**src/inc/jesd_tx_map.svh**
```systemverilog
// Constants of the transmit link: register map, fields, resets, codes.
// Assumes the package jesd_tx_pkg supplies the types that use them.
//
// Notes on behaviour
// - Complex words except in mode 12 hold 15-bit data high, first/second flag in I/Q bit 0.
// - Transport mode sets decimation: bypass, 9 by-2, 10-12, 13-14, 15-16.
// - Mode 12 sends 12-bit samples; flags go out on dedicated pins.
// - Up to 16 lanes at up to 12.8 Gbps; lane count is configurable; here one lane, count only sent in the alignment sequence.
// - A SYSREF pulse resets the local multiframe counter deterministically.
// - Mode plus frames per multiframe pick the octet/frame/lane mapping.
// - Octets are scrambled only while scramble enable is set.
// - The alignment sequence is never scrambled.
// - While the request is low, send K28.5 continuously.
// - After release, wait for own next multiframe edge before alignment.
// - Alignment sequence is four multiframes of fixed content.
// - Second alignment multiframe carries the link configuration.
// - Every octet is 8b/10b encoded before serialisation.
// - Unscrambled: frame end octet equal to previous one becomes K28.7.
// - Unscrambled: such a repeat at multiframe end becomes K28.3.
// - Scrambled: frame end octet 0xFC becomes K28.7.
// - Scrambled: multiframe end octet 0x7C becomes K28.3.
// - Clear link enable before changes; disabled link is reset, powered off.
`ifndef JESD_TX_MAP_SVH
`define JESD_TX_MAP_SVH
`define JT_REG_CTRL 8'h00
`define JT_REG_CFG 8'h04
`define JT_REG_STAT 8'h08
`define JT_CTRL_EN 0
`define JT_CTRL_SCR 1
`define JT_CFG_MODE_LO 0
`define JT_CFG_K_LO 8
`define JT_CFG_LANE_LO 16
`define JT_RST_MODE 5'h0A
`define JT_RST_KM1 5'h0F
`define JT_RST_LANES 4'hF
`define JT_MODE_REAL2 5'h09
`define JT_MODE_C4LO 5'h0A
`define JT_MODE_NARROW 5'h0C
`define JT_MODE_C8LO 5'h0D
`define JT_MODE_C16LO 5'h0F
`define JT_MODE_MAX 5'h10
`define JT_F_M1 8'h01
`define JT_ILAS_LAST_MF 2'h3
`define JT_OCT_FC 8'hFC
`define JT_OCT_7C 8'h7C
`define JT_K28_0 3'h0
`define JT_K28_3 3'h3
`define JT_K28_4 3'h4
`define JT_K28_5 3'h5
`define JT_K28_7 3'h7
`define JT_K28_6B 6'h0F
`define JT_SCR_SEED 15'h0000
`define JT_RESP_OKAY 2'h0
`define JT_RESP_SLVERR 2'h2
`endif

```
**src/inc/jesd_tx_pkg.sv**
```systemverilog
// Types shared by the transmit link design.
// Assumes jesd_tx_map.svh is compiled alongside for the constants.
package jesd_tx_pkg;
	typedef enum logic [2:0] {
		ST_OFF = 3'b000,
		ST_CGS = 3'b001,
		ST_WAIT = 3'b010,
		ST_ILAS = 3'b011,
		ST_DATA = 3'b100
	} link_state_t;
endpackage : jesd_tx_pkg

```
**src/design/jesd204b_tx_link.sv**
```systemverilog
// Transmit link: sample packing, scrambler, sync/alignment sequencer,
// frame monitoring characters and 8b/10b encoder, one octet per clock.
// Assumes samples come from logic on aclk; sync and SYSREF are pins.
//
// The address map and the AXI4-Lite interface to the registers were left to the implementer.
`timescale 1ns/100ps
`include "jesd_tx_map.svh"
module jesd204b_tx_link
	import jesd_tx_pkg::*;
(
	// Clock and reset
	input wire logic aclk,
	input wire logic aresetn,
	// AXI4-Lite slave
	input wire logic [7:0] s_axi_awaddr,
	input wire logic s_axi_awvalid,
	output logic s_axi_awready,
	input wire logic [31:0] s_axi_wdata,
	input wire logic [3:0] s_axi_wstrb,
	input wire logic s_axi_wvalid,
	output logic s_axi_wready,
	output logic [1:0] s_axi_bresp,
	output logic s_axi_bvalid,
	input wire logic s_axi_bready,
	input wire logic [7:0] s_axi_araddr,
	input wire logic s_axi_arvalid,
	output logic s_axi_arready,
	output logic [31:0] s_axi_rdata,
	output logic [1:0] s_axi_rresp,
	output logic s_axi_rvalid,
	input wire logic s_axi_rready,
	// Sample stream
	input wire logic [14:0] samp_i,
	input wire logic [14:0] samp_q,
	input wire logic threshold_flag_first,
	input wire logic threshold_flag_second,
	output logic samp_take,
	// Link pins
	input wire logic sync_req_n,
	input wire logic sysref,
	output logic [9:0] tx_symbol,
	output logic ser_power_en,
	output logic ser_clk_en,
	// Overrange pins and decimation setting
	output logic ovr_pin_first,
	output logic ovr_pin_second,
	output logic [4:0] decim_factor
);

	function automatic logic [5:0] code6(input logic [4:0] x);
		case (x)
			5'h00: code6 = 6'b100111;
			5'h01: code6 = 6'b011101;
			5'h02: code6 = 6'b101101;
			5'h03: code6 = 6'b110001;
			5'h04: code6 = 6'b110101;
			5'h05: code6 = 6'b101001;
			5'h06: code6 = 6'b011001;
			5'h07: code6 = 6'b111000;
			5'h08: code6 = 6'b111001;
			5'h09: code6 = 6'b100101;
			5'h0A: code6 = 6'b010101;
			5'h0B: code6 = 6'b110100;
			5'h0C: code6 = 6'b001101;
			5'h0D: code6 = 6'b101100;
			5'h0E: code6 = 6'b011100;
			5'h0F: code6 = 6'b010111;
			5'h10: code6 = 6'b011011;
			5'h11: code6 = 6'b100011;
			5'h12: code6 = 6'b010011;
			5'h13: code6 = 6'b110010;
			5'h14: code6 = 6'b001011;
			5'h15: code6 = 6'b101010;
			5'h16: code6 = 6'b011010;
			5'h17: code6 = 6'b111010;
			5'h18: code6 = 6'b110011;
			5'h19: code6 = 6'b100110;
			5'h1A: code6 = 6'b010110;
			5'h1B: code6 = 6'b110110;
			5'h1C: code6 = 6'b001110;
			5'h1D: code6 = 6'b101110;
			5'h1E: code6 = 6'b011110;
			default: code6 = 6'b101011;
		endcase
	endfunction : code6

	// Negative-disparity 4b codes; alt picks the A7 form of y=7
	function automatic logic [3:0] code4(input logic [2:0] y,
		input logic alt);
		case (y)
			3'h0: code4 = 4'b1011;
			3'h1: code4 = 4'b1001;
			3'h2: code4 = 4'b0101;
			3'h3: code4 = 4'b1100;
			3'h4: code4 = 4'b1101;
			3'h5: code4 = 4'b1010;
			3'h6: code4 = 4'b0110;
			default: code4 = alt ? 4'b0111 : 4'b1110;
		endcase
	endfunction : code4

	// K28.y tails for negative running disparity
	function automatic logic [3:0] k28tail(input logic [2:0] y);
		case (y)
			3'h0: k28tail = 4'b0100;
			3'h3: k28tail = 4'b0011;
			3'h4: k28tail = 4'b0010;
			3'h5: k28tail = 4'b1010;
			default: k28tail = 4'b1000;
		endcase
	endfunction : k28tail

	// Returns {next disparity, 10-bit symbol}; rd high means positive
	function automatic logic [10:0] enc(input logic [7:0] d,
		input logic is_k, input logic rd);
		logic [5:0] c6;
		logic [3:0] c4;
		logic rm;
		logic alt;
		c6 = code6(d[4:0]);
		if (rd && (($countones(c6) != 3) || (c6 == 6'b111000)))
			c6 = ~c6;
		rm = rd ^ ($countones(c6) != 3);
		alt = rm ? (d[4:0] == 5'h0B || d[4:0] == 5'h0D || d[4:0] == 5'h0E)
			: (d[4:0] == 5'h11 || d[4:0] == 5'h12 || d[4:0] == 5'h14);
		c4 = code4(d[7:5], alt);
		if (rm && (($countones(c4) != 2) || (c4 == 4'b1100)))
			c4 = ~c4;
		enc = {rm ^ ($countones(c4) != 2), c6, c4};
		if (is_k) begin
			enc[9:0] = rd ? ~{`JT_K28_6B, k28tail(d[7:5])}
				: {`JT_K28_6B, k28tail(d[7:5])};
			enc[10] = rd ^ ($countones(enc[9:0]) != 5);
		end
	endfunction : enc

	// Bytewise self-synchronising scrambler; returns {state, octet}
	function automatic logic [22:0] scramble(input logic [7:0] d,
		input logic [14:0] s);
		logic [14:0] st;
		logic [7:0] o;
		st = s;
		o = 8'h00;
		for (int i = 7; i >= 0; i--) begin
			o[i] = d[i] ^ st[14] ^ st[13];
			st = {st[13:0], o[i]};
		end
		scramble = {st, o};
	endfunction : scramble

	link_state_t state_ff, nxt_state;
	logic [1:0] sync_sh_ff, sysref_sh_ff;
	logic sysref_d_ff;
	logic [1:0] ctrl_ff;
	logic [4:0] mode_ff, kminus_ff;
	logic [3:0] lanes_ff;
	logic bvalid_ff, rvalid_ff;
	logic [1:0] bresp_ff, rresp_ff;
	logic [31:0] rdata_ff;
	logic [5:0] lmfc_ff;
	logic [1:0] ilas_mf_ff;
	logic iq_ff, rd_ff, prev_ok_ff;
	logic [15:0] word_ff;
	logic [7:0] prev_ff;
	logic [14:0] scr_ff;
	logic [9:0] sym_ff;
	logic ovr1_ff, ovr2_ff;
	logic [4:0] decim_ff;

	// Bus decode
	wire link_en = ctrl_ff[`JT_CTRL_EN];
	wire scr_en = ctrl_ff[`JT_CTRL_SCR];
	wire wr_go = s_axi_awvalid && s_axi_wvalid && !bvalid_ff;
	wire wr_ctrl = wr_go && s_axi_awaddr == `JT_REG_CTRL;
	wire wr_cfg = wr_go && s_axi_awaddr == `JT_REG_CFG;
	wire wr_hit = wr_ctrl || wr_cfg || s_axi_awaddr == `JT_REG_STAT;
	wire rd_go = s_axi_arvalid && !rvalid_ff;
	wire rd_hit = s_axi_araddr == `JT_REG_CTRL
		|| s_axi_araddr == `JT_REG_CFG || s_axi_araddr == `JT_REG_STAT;
	wire [31:0] cfg_word = {12'h000, lanes_ff, 3'h0, kminus_ff,
		3'h0, mode_ff};
	wire [31:0] stat_word = {19'h00000, decim_ff, 4'h0, sync_sh_ff[1],
		state_ff};
	wire [31:0] rd_mux = (s_axi_araddr == `JT_REG_CTRL) ? {30'h0, ctrl_ff}
		: (s_axi_araddr == `JT_REG_CFG) ? cfg_word
		: (s_axi_araddr == `JT_REG_STAT) ? stat_word : 32'h00000000;

	assign s_axi_awready = wr_go;
	assign s_axi_wready = wr_go;
	assign s_axi_bvalid = bvalid_ff;
	assign s_axi_bresp = bresp_ff;
	assign s_axi_arready = rd_go;
	assign s_axi_rvalid = rvalid_ff;
	assign s_axi_rresp = rresp_ff;
	assign s_axi_rdata = rdata_ff;

	always_ff @(posedge aclk) begin
		if (!aresetn) begin
			bvalid_ff <= 1'b0;
			bresp_ff <= `JT_RESP_OKAY;
			rvalid_ff <= 1'b0;
			rresp_ff <= `JT_RESP_OKAY;
			rdata_ff <= 32'h00000000;
		end else begin
			bvalid_ff <= wr_go || (bvalid_ff && !s_axi_bready);
			if (wr_go)
				bresp_ff <= wr_hit ? `JT_RESP_OKAY : `JT_RESP_SLVERR;
			rvalid_ff <= rd_go || (rvalid_ff && !s_axi_rready);
			if (rd_go) begin
				rresp_ff <= rd_hit ? `JT_RESP_OKAY : `JT_RESP_SLVERR;
				rdata_ff <= rd_mux;
			end
		end
	end

	// Link parameters; software must drop the enable before editing them
	always_ff @(posedge aclk) begin
		if (!aresetn) begin
			ctrl_ff <= 2'h0;
			mode_ff <= `JT_RST_MODE;
			kminus_ff <= `JT_RST_KM1;
			lanes_ff <= `JT_RST_LANES;
		end else begin
			if (wr_ctrl && s_axi_wstrb[0])
				ctrl_ff <= s_axi_wdata[1:0];
			if (wr_cfg && s_axi_wstrb[0])
				mode_ff <= s_axi_wdata[`JT_CFG_MODE_LO +: 5];
			if (wr_cfg && s_axi_wstrb[1])
				kminus_ff <= s_axi_wdata[`JT_CFG_K_LO +: 5];
			if (wr_cfg && s_axi_wstrb[2])
				lanes_ff <= s_axi_wdata[`JT_CFG_LANE_LO +: 4];
		end
	end

	// Pin synchronisers; only the second stage feeds logic
	always_ff @(posedge aclk) begin
		if (!aresetn) begin
			sync_sh_ff <= 2'h0;
			sysref_sh_ff <= 2'h0;
			sysref_d_ff <= 1'b0;
		end else begin
			sync_sh_ff <= {sync_sh_ff[0], sync_req_n};
			sysref_sh_ff <= {sysref_sh_ff[0], sysref};
			sysref_d_ff <= sysref_sh_ff[1];
		end
	end

	// Multiframe counter in octets: F is 2, so 2K octets per multiframe
	wire sync_ok = sync_sh_ff[1];
	wire sysref_rise = sysref_sh_ff[1] && !sysref_d_ff;
	wire [5:0] mf_last = {kminus_ff, 1'b1};
	wire mf_end = lmfc_ff == mf_last;
	wire frame_end = lmfc_ff[0];
	wire [5:0] nxt_lmfc = (!link_en || sysref_rise || mf_end) ? 6'h00
		: lmfc_ff + 6'h01;

	always_comb begin
		nxt_state = state_ff;
		case (state_ff)
			ST_OFF: if (link_en) nxt_state = ST_CGS;
			ST_CGS: if (sync_ok) nxt_state = ST_WAIT;
			ST_WAIT: if (mf_end) nxt_state = ST_ILAS;
			ST_ILAS: begin
				if (mf_end && ilas_mf_ff == `JT_ILAS_LAST_MF)
					nxt_state = ST_DATA;
			end
			default: nxt_state = state_ff;
		endcase
		if (state_ff != ST_OFF && !sync_ok)
			nxt_state = ST_CGS;
		if (!link_en)
			nxt_state = ST_OFF;
	end

	// Sample word packing
	wire is_complex = mode_ff >= `JT_MODE_C4LO && mode_ff <= `JT_MODE_MAX;
	wire is_narrow = mode_ff == `JT_MODE_NARROW
		|| mode_ff < `JT_MODE_REAL2 || mode_ff > `JT_MODE_MAX;
	wire use_q = iq_ff && is_complex;
	wire [14:0] samp_sel = use_q ? samp_q : samp_i;
	wire flag_sel = iq_ff ? threshold_flag_second : threshold_flag_first;
	wire [15:0] word_w = is_narrow ? {samp_sel[14:3], 4'h0}
		: {samp_sel, flag_sel};
	wire [4:0] decim_w = (mode_ff >= `JT_MODE_C16LO && !(mode_ff
		> `JT_MODE_MAX)) ? 5'h10 : (mode_ff >= `JT_MODE_C8LO
		&& !(mode_ff > `JT_MODE_MAX)) ? 5'h08 : is_complex ? 5'h04
		: (mode_ff == `JT_MODE_REAL2) ? 5'h02 : 5'h01;

	assign samp_take = state_ff == ST_DATA && !frame_end;
	wire [7:0] data_oct = frame_end ? word_ff[7:0] : word_w[15:8];

	// Alignment sequence content
	wire [7:0] cfg_oct = (lmfc_ff == 6'h02) ? {4'h0, lanes_ff}
		: (lmfc_ff == 6'h03) ? `JT_F_M1
		: (lmfc_ff == 6'h04) ? {3'h0, kminus_ff}
		: (lmfc_ff == 6'h05) ? {3'h0, mode_ff} : {7'h00, scr_en};
	wire ilas_cfg = ilas_mf_ff == 2'h1 && lmfc_ff >= 6'h02
		&& lmfc_ff <= 6'h06 && !mf_end;
	wire ilas_q = ilas_mf_ff == 2'h1 && lmfc_ff == 6'h01 && !mf_end;
	wire ilas_k = lmfc_ff == 6'h00 || mf_end || ilas_q;
	wire [7:0] ilas_oct = mf_end ? {`JT_K28_3, 5'h1C}
		: (lmfc_ff == 6'h00) ? {`JT_K28_0, 5'h1C}
		: ilas_q ? {`JT_K28_4, 5'h1C}
		: ilas_cfg ? cfg_oct : {2'h0, lmfc_ff};

	// Data phase: scrambling and frame monitoring
	wire [22:0] scr_w = scramble(data_oct, scr_ff);
	wire [7:0] line_oct = scr_en ? scr_w[7:0] : data_oct;
	wire a_scr = scr_en && mf_end && line_oct == `JT_OCT_7C;
	wire f_scr = scr_en && frame_end && line_oct == `JT_OCT_FC;
	wire rep = !scr_en && frame_end && prev_ok_ff && data_oct == prev_ff;
	wire a_rep = rep && mf_end;
	wire f_rep = rep && !mf_end;
	wire dk = a_scr || f_scr || a_rep || f_rep;
	wire [7:0] dk_oct = (a_scr || a_rep) ? {`JT_K28_3, 5'h1C}
		: {`JT_K28_7, 5'h1C};

	wire enc_k = (state_ff == ST_DATA) ? dk
		: (state_ff == ST_ILAS) ? ilas_k : 1'b1;
	wire [7:0] enc_oct = (state_ff == ST_DATA) ? (dk ? dk_oct : line_oct)
		: (state_ff == ST_ILAS) ? ilas_oct : {`JT_K28_5, 5'h1C};
	wire [10:0] enc_w = enc(enc_oct, enc_k, rd_ff);
	wire in_data = state_ff == ST_DATA;

	always_ff @(posedge aclk) begin
		if (!aresetn) begin
			state_ff <= ST_OFF;
			lmfc_ff <= 6'h00;
			ilas_mf_ff <= 2'h0;
		end else begin
			state_ff <= nxt_state;
			lmfc_ff <= nxt_lmfc;
			if (state_ff != ST_ILAS)
				ilas_mf_ff <= 2'h0;
			else if (mf_end)
				ilas_mf_ff <= ilas_mf_ff + 2'h1;
		end
	end

	always_ff @(posedge aclk) begin
		if (!aresetn) begin
			word_ff <= 16'h0000;
			iq_ff <= 1'b0;
			prev_ff <= 8'h00;
			prev_ok_ff <= 1'b0;
			scr_ff <= `JT_SCR_SEED;
		end else begin
			if (samp_take)
				word_ff <= word_w;
			iq_ff <= in_data && (samp_take ? !iq_ff : iq_ff);
			if (in_data && frame_end)
				prev_ff <= data_oct;
			prev_ok_ff <= in_data && (prev_ok_ff || frame_end);
			scr_ff <= (in_data && scr_en) ? scr_w[22:8] : `JT_SCR_SEED;
		end
	end

	// Serializer, overrange and decimation outputs; symbols and serializer enables are held quiet while the link is disabled, overrange and decimation are not
	always_ff @(posedge aclk) begin
		if (!aresetn) begin
			sym_ff <= 10'h000;
			rd_ff <= 1'b0;
			ovr1_ff <= 1'b0;
			ovr2_ff <= 1'b0;
			decim_ff <= 5'h01;
		end else begin
			sym_ff <= (state_ff == ST_OFF) ? 10'h000 : enc_w[9:0];
			rd_ff <= (state_ff == ST_OFF) ? 1'b0 : enc_w[10];
			ovr1_ff <= mode_ff == `JT_MODE_NARROW && threshold_flag_first;
			ovr2_ff <= mode_ff == `JT_MODE_NARROW && threshold_flag_second;
			decim_ff <= decim_w;
		end
	end

	assign tx_symbol = sym_ff;
	assign ser_power_en = link_en;
	assign ser_clk_en = link_en;
	assign ovr_pin_first = ovr1_ff;
	assign ovr_pin_second = ovr2_ff;
	assign decim_factor = decim_ff;

endmodule : jesd204b_tx_link

```
**config.mk**
```make
export PLATFORM = sky130hd
export DESIGN_NAME = jesd204b_tx_link
export DESIGN_NICKNAME = d
export VERILOG_FILES = /design/src/inc/jesd_tx_pkg.sv /design/src/design/jesd204b_tx_link.sv
export VERILOG_INCLUDE_DIRS = /design/src /design/src/inc
export SDC_FILE = /design/constraint.sdc
export NUM_CORES = 1
export LEC_CHECK = 0
export BUFFER_PORTS_ARGS = -buffer_cell sky130_fd_sc_hd__buf_2
export CELL_PAD_IN_SITES_DETAIL_PLACEMENT = 0
export CELL_PAD_IN_SITES_GLOBAL_PLACEMENT = 2
export CORE_UTILIZATION = 35
export CTS_CLUSTER_DIAMETER = 30
export DETAILED_ROUTE_END_ITERATION = 7
export PLACE_DENSITY = 0.87
export SLEW_MARGIN = 20
export SYNTH_ARGS = -nofsm -noshare
export SYNTH_HDL_FRONTEND = slang
export SYNTH_SLANG_ARGS = --single-unit
```
**constraint.sdc**
```tcl
create_clock -name aclk -period 21.4 [get_ports aclk]
set_clock_uncertainty 0.15 [all_clocks]
set_input_delay 2.14 -clock aclk [delete_from_list [all_inputs] [get_ports aclk]]
set_output_delay 2.14 -clock aclk [all_outputs]
set_load 0.1 [all_outputs]
```
==> results.md <==
- Status: completed
- CP max stage delay: 0.62 ns
- Core area: 0.0204 mm²
- Drt total wl: 20.0 mm
- Reg2reg end: rd_ff
- Leading area contributor after synthesis: dfxtp_1
- Final hold vios: 0
- Setup violations, final: 0
- Main synth FF type: dfxtp_1
- Total number of clock tree sinks: 101
- Slowest CP cell: xnor2_1
- Cts repair resizes: 0
- Layout fillers: 2151
- Pins Over Slew Limit: 0
- Layout cell share with drive strength beyond 1: 18.3%
- Worst VDD drop: 0.0000339 V
- Worst-path clk slew: 0.08 ns
- Hold Crit Depth: 1
- Clock buffer depth: 2
- Lkg Pwr: 3.49 nW
- Clk_lat worst skew: 0.36 ns
- Die W: 147 µm
- RSZ-0062 raised after global routing: no
- Tmin final: 13.13 ns
- Initial DRC Count: 462
- Req. time, crit path: 21.52 ns
- First-pass GRT wire length: 32.6 mm
- Die Ht: 147 µm
- DRC viols: 0
- Post-CTS Hold Buffers: 0
- R2R Setup Slk: 8.81 ns
- Initial antenna violation count: 0
- Via count: 6627
- Max transition margin: 34.9%
- Largest cells by area after synthesis: dfxtp_1 (28%), mux2i_1 (5.9%), nor2_1 (5.2%)
- Number of CTS-inserted buffers: 9
- Port buffer count: 114
- Worst R2R Start: mode_ff[1]
- Hold Slack: 0.278 ns
- Num rows: 52
- Max-cap violation count: 0
- Setup TNS Final: 0 ns
- Mapped Cells: 904
- Total Nets Final: 1107
- CP delay by family, top: adder cells
- Worst-margin pin slew: 0.977 ns
- Most common cell after layout, fill and taps aside: buf_2
- CP Data Arrival Time: 13.25 ns
- Vias/cell: 5.27
- Final GP Congestion: 0.801
- Startpoint Class: primary input
- Die area: 0.0216 mm²
- Util after Layout: 40.6%
- H-tree Lvls: 3
- CP max FO: 9
- Synthesized flop and latch total: 101
- Post-Syn Area: 0.00735 mm²
- F_max: 76.2 MHz
- Most frequent CP cell: ha_1
- Crit end category: flop
- Fin crit share: 61.4%
- I/O pins: 154
- Initial core utilization: 36.0%
- Final ANT Viol Nets: 0
- Worst hold start: scr_ff[1]
- WHS Endpoint: scr_ff[9]
- Post-DP HPWL: 15.0 mm
- Wire per inst: 15.9 µm
- Share of the synthesized area in the top cell type: 27.5%
- Vias in the first global route: 6133
- Path type of the worst setup path: primary input to flop
- Initial DRT Pass Iterations: 6
- Netlist cell types: 96
- Worst Reg-to-Reg Cells: 47
- Cell Pwr Density: 50.1 mW/mm²
- Hold Path Class: flop to flop
- Syn_area_per_cell: 8.13 µm²
- Crit path buf inv count: 8
- Sequential area share after synthesis: 27.5%
- Grt total ovfl: 0
- Pwr Total: 415 µW
- Post-synth EDFFs: 0
- Area added between synthesis and finish: 12.8%
- TritonCTS clock tree: yes
- Asr flop ratio synth: 0%
- Most frequent cells in the layout: buf_2 (114), nor2_1 (101), dfxtp_1 (101), nand2_1 (97), mux2i_1 (43)
- ANT cells: 0
- Largest net degree at the start of global routing: 68
- Root Driver: clkbuf_16
- Post-CTS Setup Inserts: 0
- GRT Util Overall: 18.8%
- YS warnings: 0
==> metal layers <==
metal	global-route usage [%]	vias to the layer above	routed length, µm
met5	0	-	0
met4	4.48	0	222
met3	2.55	17	664
met2	29.4	143	8950
met1	27.0	3142	10200
li1	-	3325	-
==> registers in the layout, indices dropped and copies added, names as in the netlist, 2 cells and up <==
signal	cells
word_ff	8
tx_symbol	10
scr_ff	15
mode_ff	5
state_ff	3
s_axi_rdata	14
ilas_mf_ff	2
decim_factor	5
prev_ff	8
ctrl_ff	2
sync_sh_ff	2
kminus_ff	5
lmfc_ff	6
lanes_ff	4
sysref_sh_ff	2
==> worst reg2reg max path: cells and delay by family (launching register included) <==
kind	cells	cell delay (ns)
AND/OR/NAND/NOR	11	1.96
AO/OA/AOI/OAI	11	2.97
multiplexers	2	0.84
XOR/XNOR	2	0.75
buffers and inverters	7	0.68
flip-flops	1	0.60
adder cells (fa/ha/maj)	14	4.50
==> cell usage after synthesis (4+ instances only) <==
| cell | number |
|---|---|
| dfxtp_1 | 101 |
| nor2_1 | 101 |
| nand2_1 | 97 |
| mux2i_1 | 43 |
| clkbuf_1 | 38 |
| a21oi_1 | 34 |
| nand3_1 | 33 |
| nor2b_1 | 30 |
| and2_1 | 29 |
| inv_1 | 27 |
| o21ai_0 | 27 |
| xnor2_1 | 27 |
| buf_4 | 24 |
| ha_1 | 23 |
| nand2b_1 | 15 |
| nor3_1 | 15 |
| xor2_1 | 15 |
| a22oi_1 | 14 |
| o211a_1 | 12 |
| a211oi_1 | 8 |
| fa_1 | 8 |
| nand3b_1 | 8 |
| nor4_1 | 8 |
| a31oi_1 | 7 |
| mux2_2 | 7 |
| a21boi_0 | 6 |
| and3_1 | 6 |
| o2111ai_1 | 6 |
| a21o_1 | 5 |
| a32oi_1 | 5 |
| o21a_1 | 5 |
| or4_1 | 5 |
| a221oi_1 | 4 |
| buf_6 | 4 |
| o211ai_1 | 4 |
| or3_1 | 4 |
==> layout make-up <==
| cell class | instances | area [µm²] | area share [%] |
|---|---|---|---|
| clock buffers | 9 | 225 | 2.72 |
| clock inverters | 7 | 90.1 | 1.09 |
| inverters | 31 | 116 | 1.40 |
| multi-input cells | 719 | 4870 | 58.8 |
| flip-flops and latches | 101 | 2020 | 24.4 |
| well taps | 270 | 338 | 4.08 |
| repair buffers | 121 | 623 | 7.52 |
==> cell families after synthesis <==
kind of cell / after synthesis / synth area share (%)
AND/OR/NAND/NOR: 381 / 26.5
flip-flops: 101 / 27.5
adder cells (fa/ha/maj): 32 / 6.23
other: 1 / 0.0510
buffers and inverters: 103 / 7.10
AO/OA/AOI/OAI: 191 / 20.0
XOR/XNOR: 42 / 5.01
multiplexers: 53 / 7.55
==> worst max-delay path by stage <==
stage / startpoint / endpoint / slack [ns] / depth (start not counted)
final: samp_q[9] / rd_ff / 8.27 / 49
after global routing: samp_q[9] / rd_ff / 7.35 / 49
after CTS: samp_i[9] / rd_ff / 8.28 / 49
after detailed placement: samp_i[9] / rd_ff / 7.91 / 49
after global placement: samp_q[9] / rd_ff / 7.92 / 49
after floorplan: samp_q[13] / rd_ff / 9.36 / 45
==> power by group <==
part	internal, mW	switching, mW
clock network	0.0938	0.0846
logic	0.0112	0.0360
registers	0.189	0.000726
total	0.294	0.121
==> through the flow <==
stage          instances  setup slack [ns]  instance area [µm²]
5_1_grt             1258              7.35                 8290
4_1_cts             1258              8.28                 8290
6_report            1258              8.27                 8290
3_5_place_dp        1242              7.91                 7970
2_1_floorplan        923              9.36                 7420
3_3_place_gp        1242              7.92                 7970
Note: power is estimated with default switching activity, not from simulation.
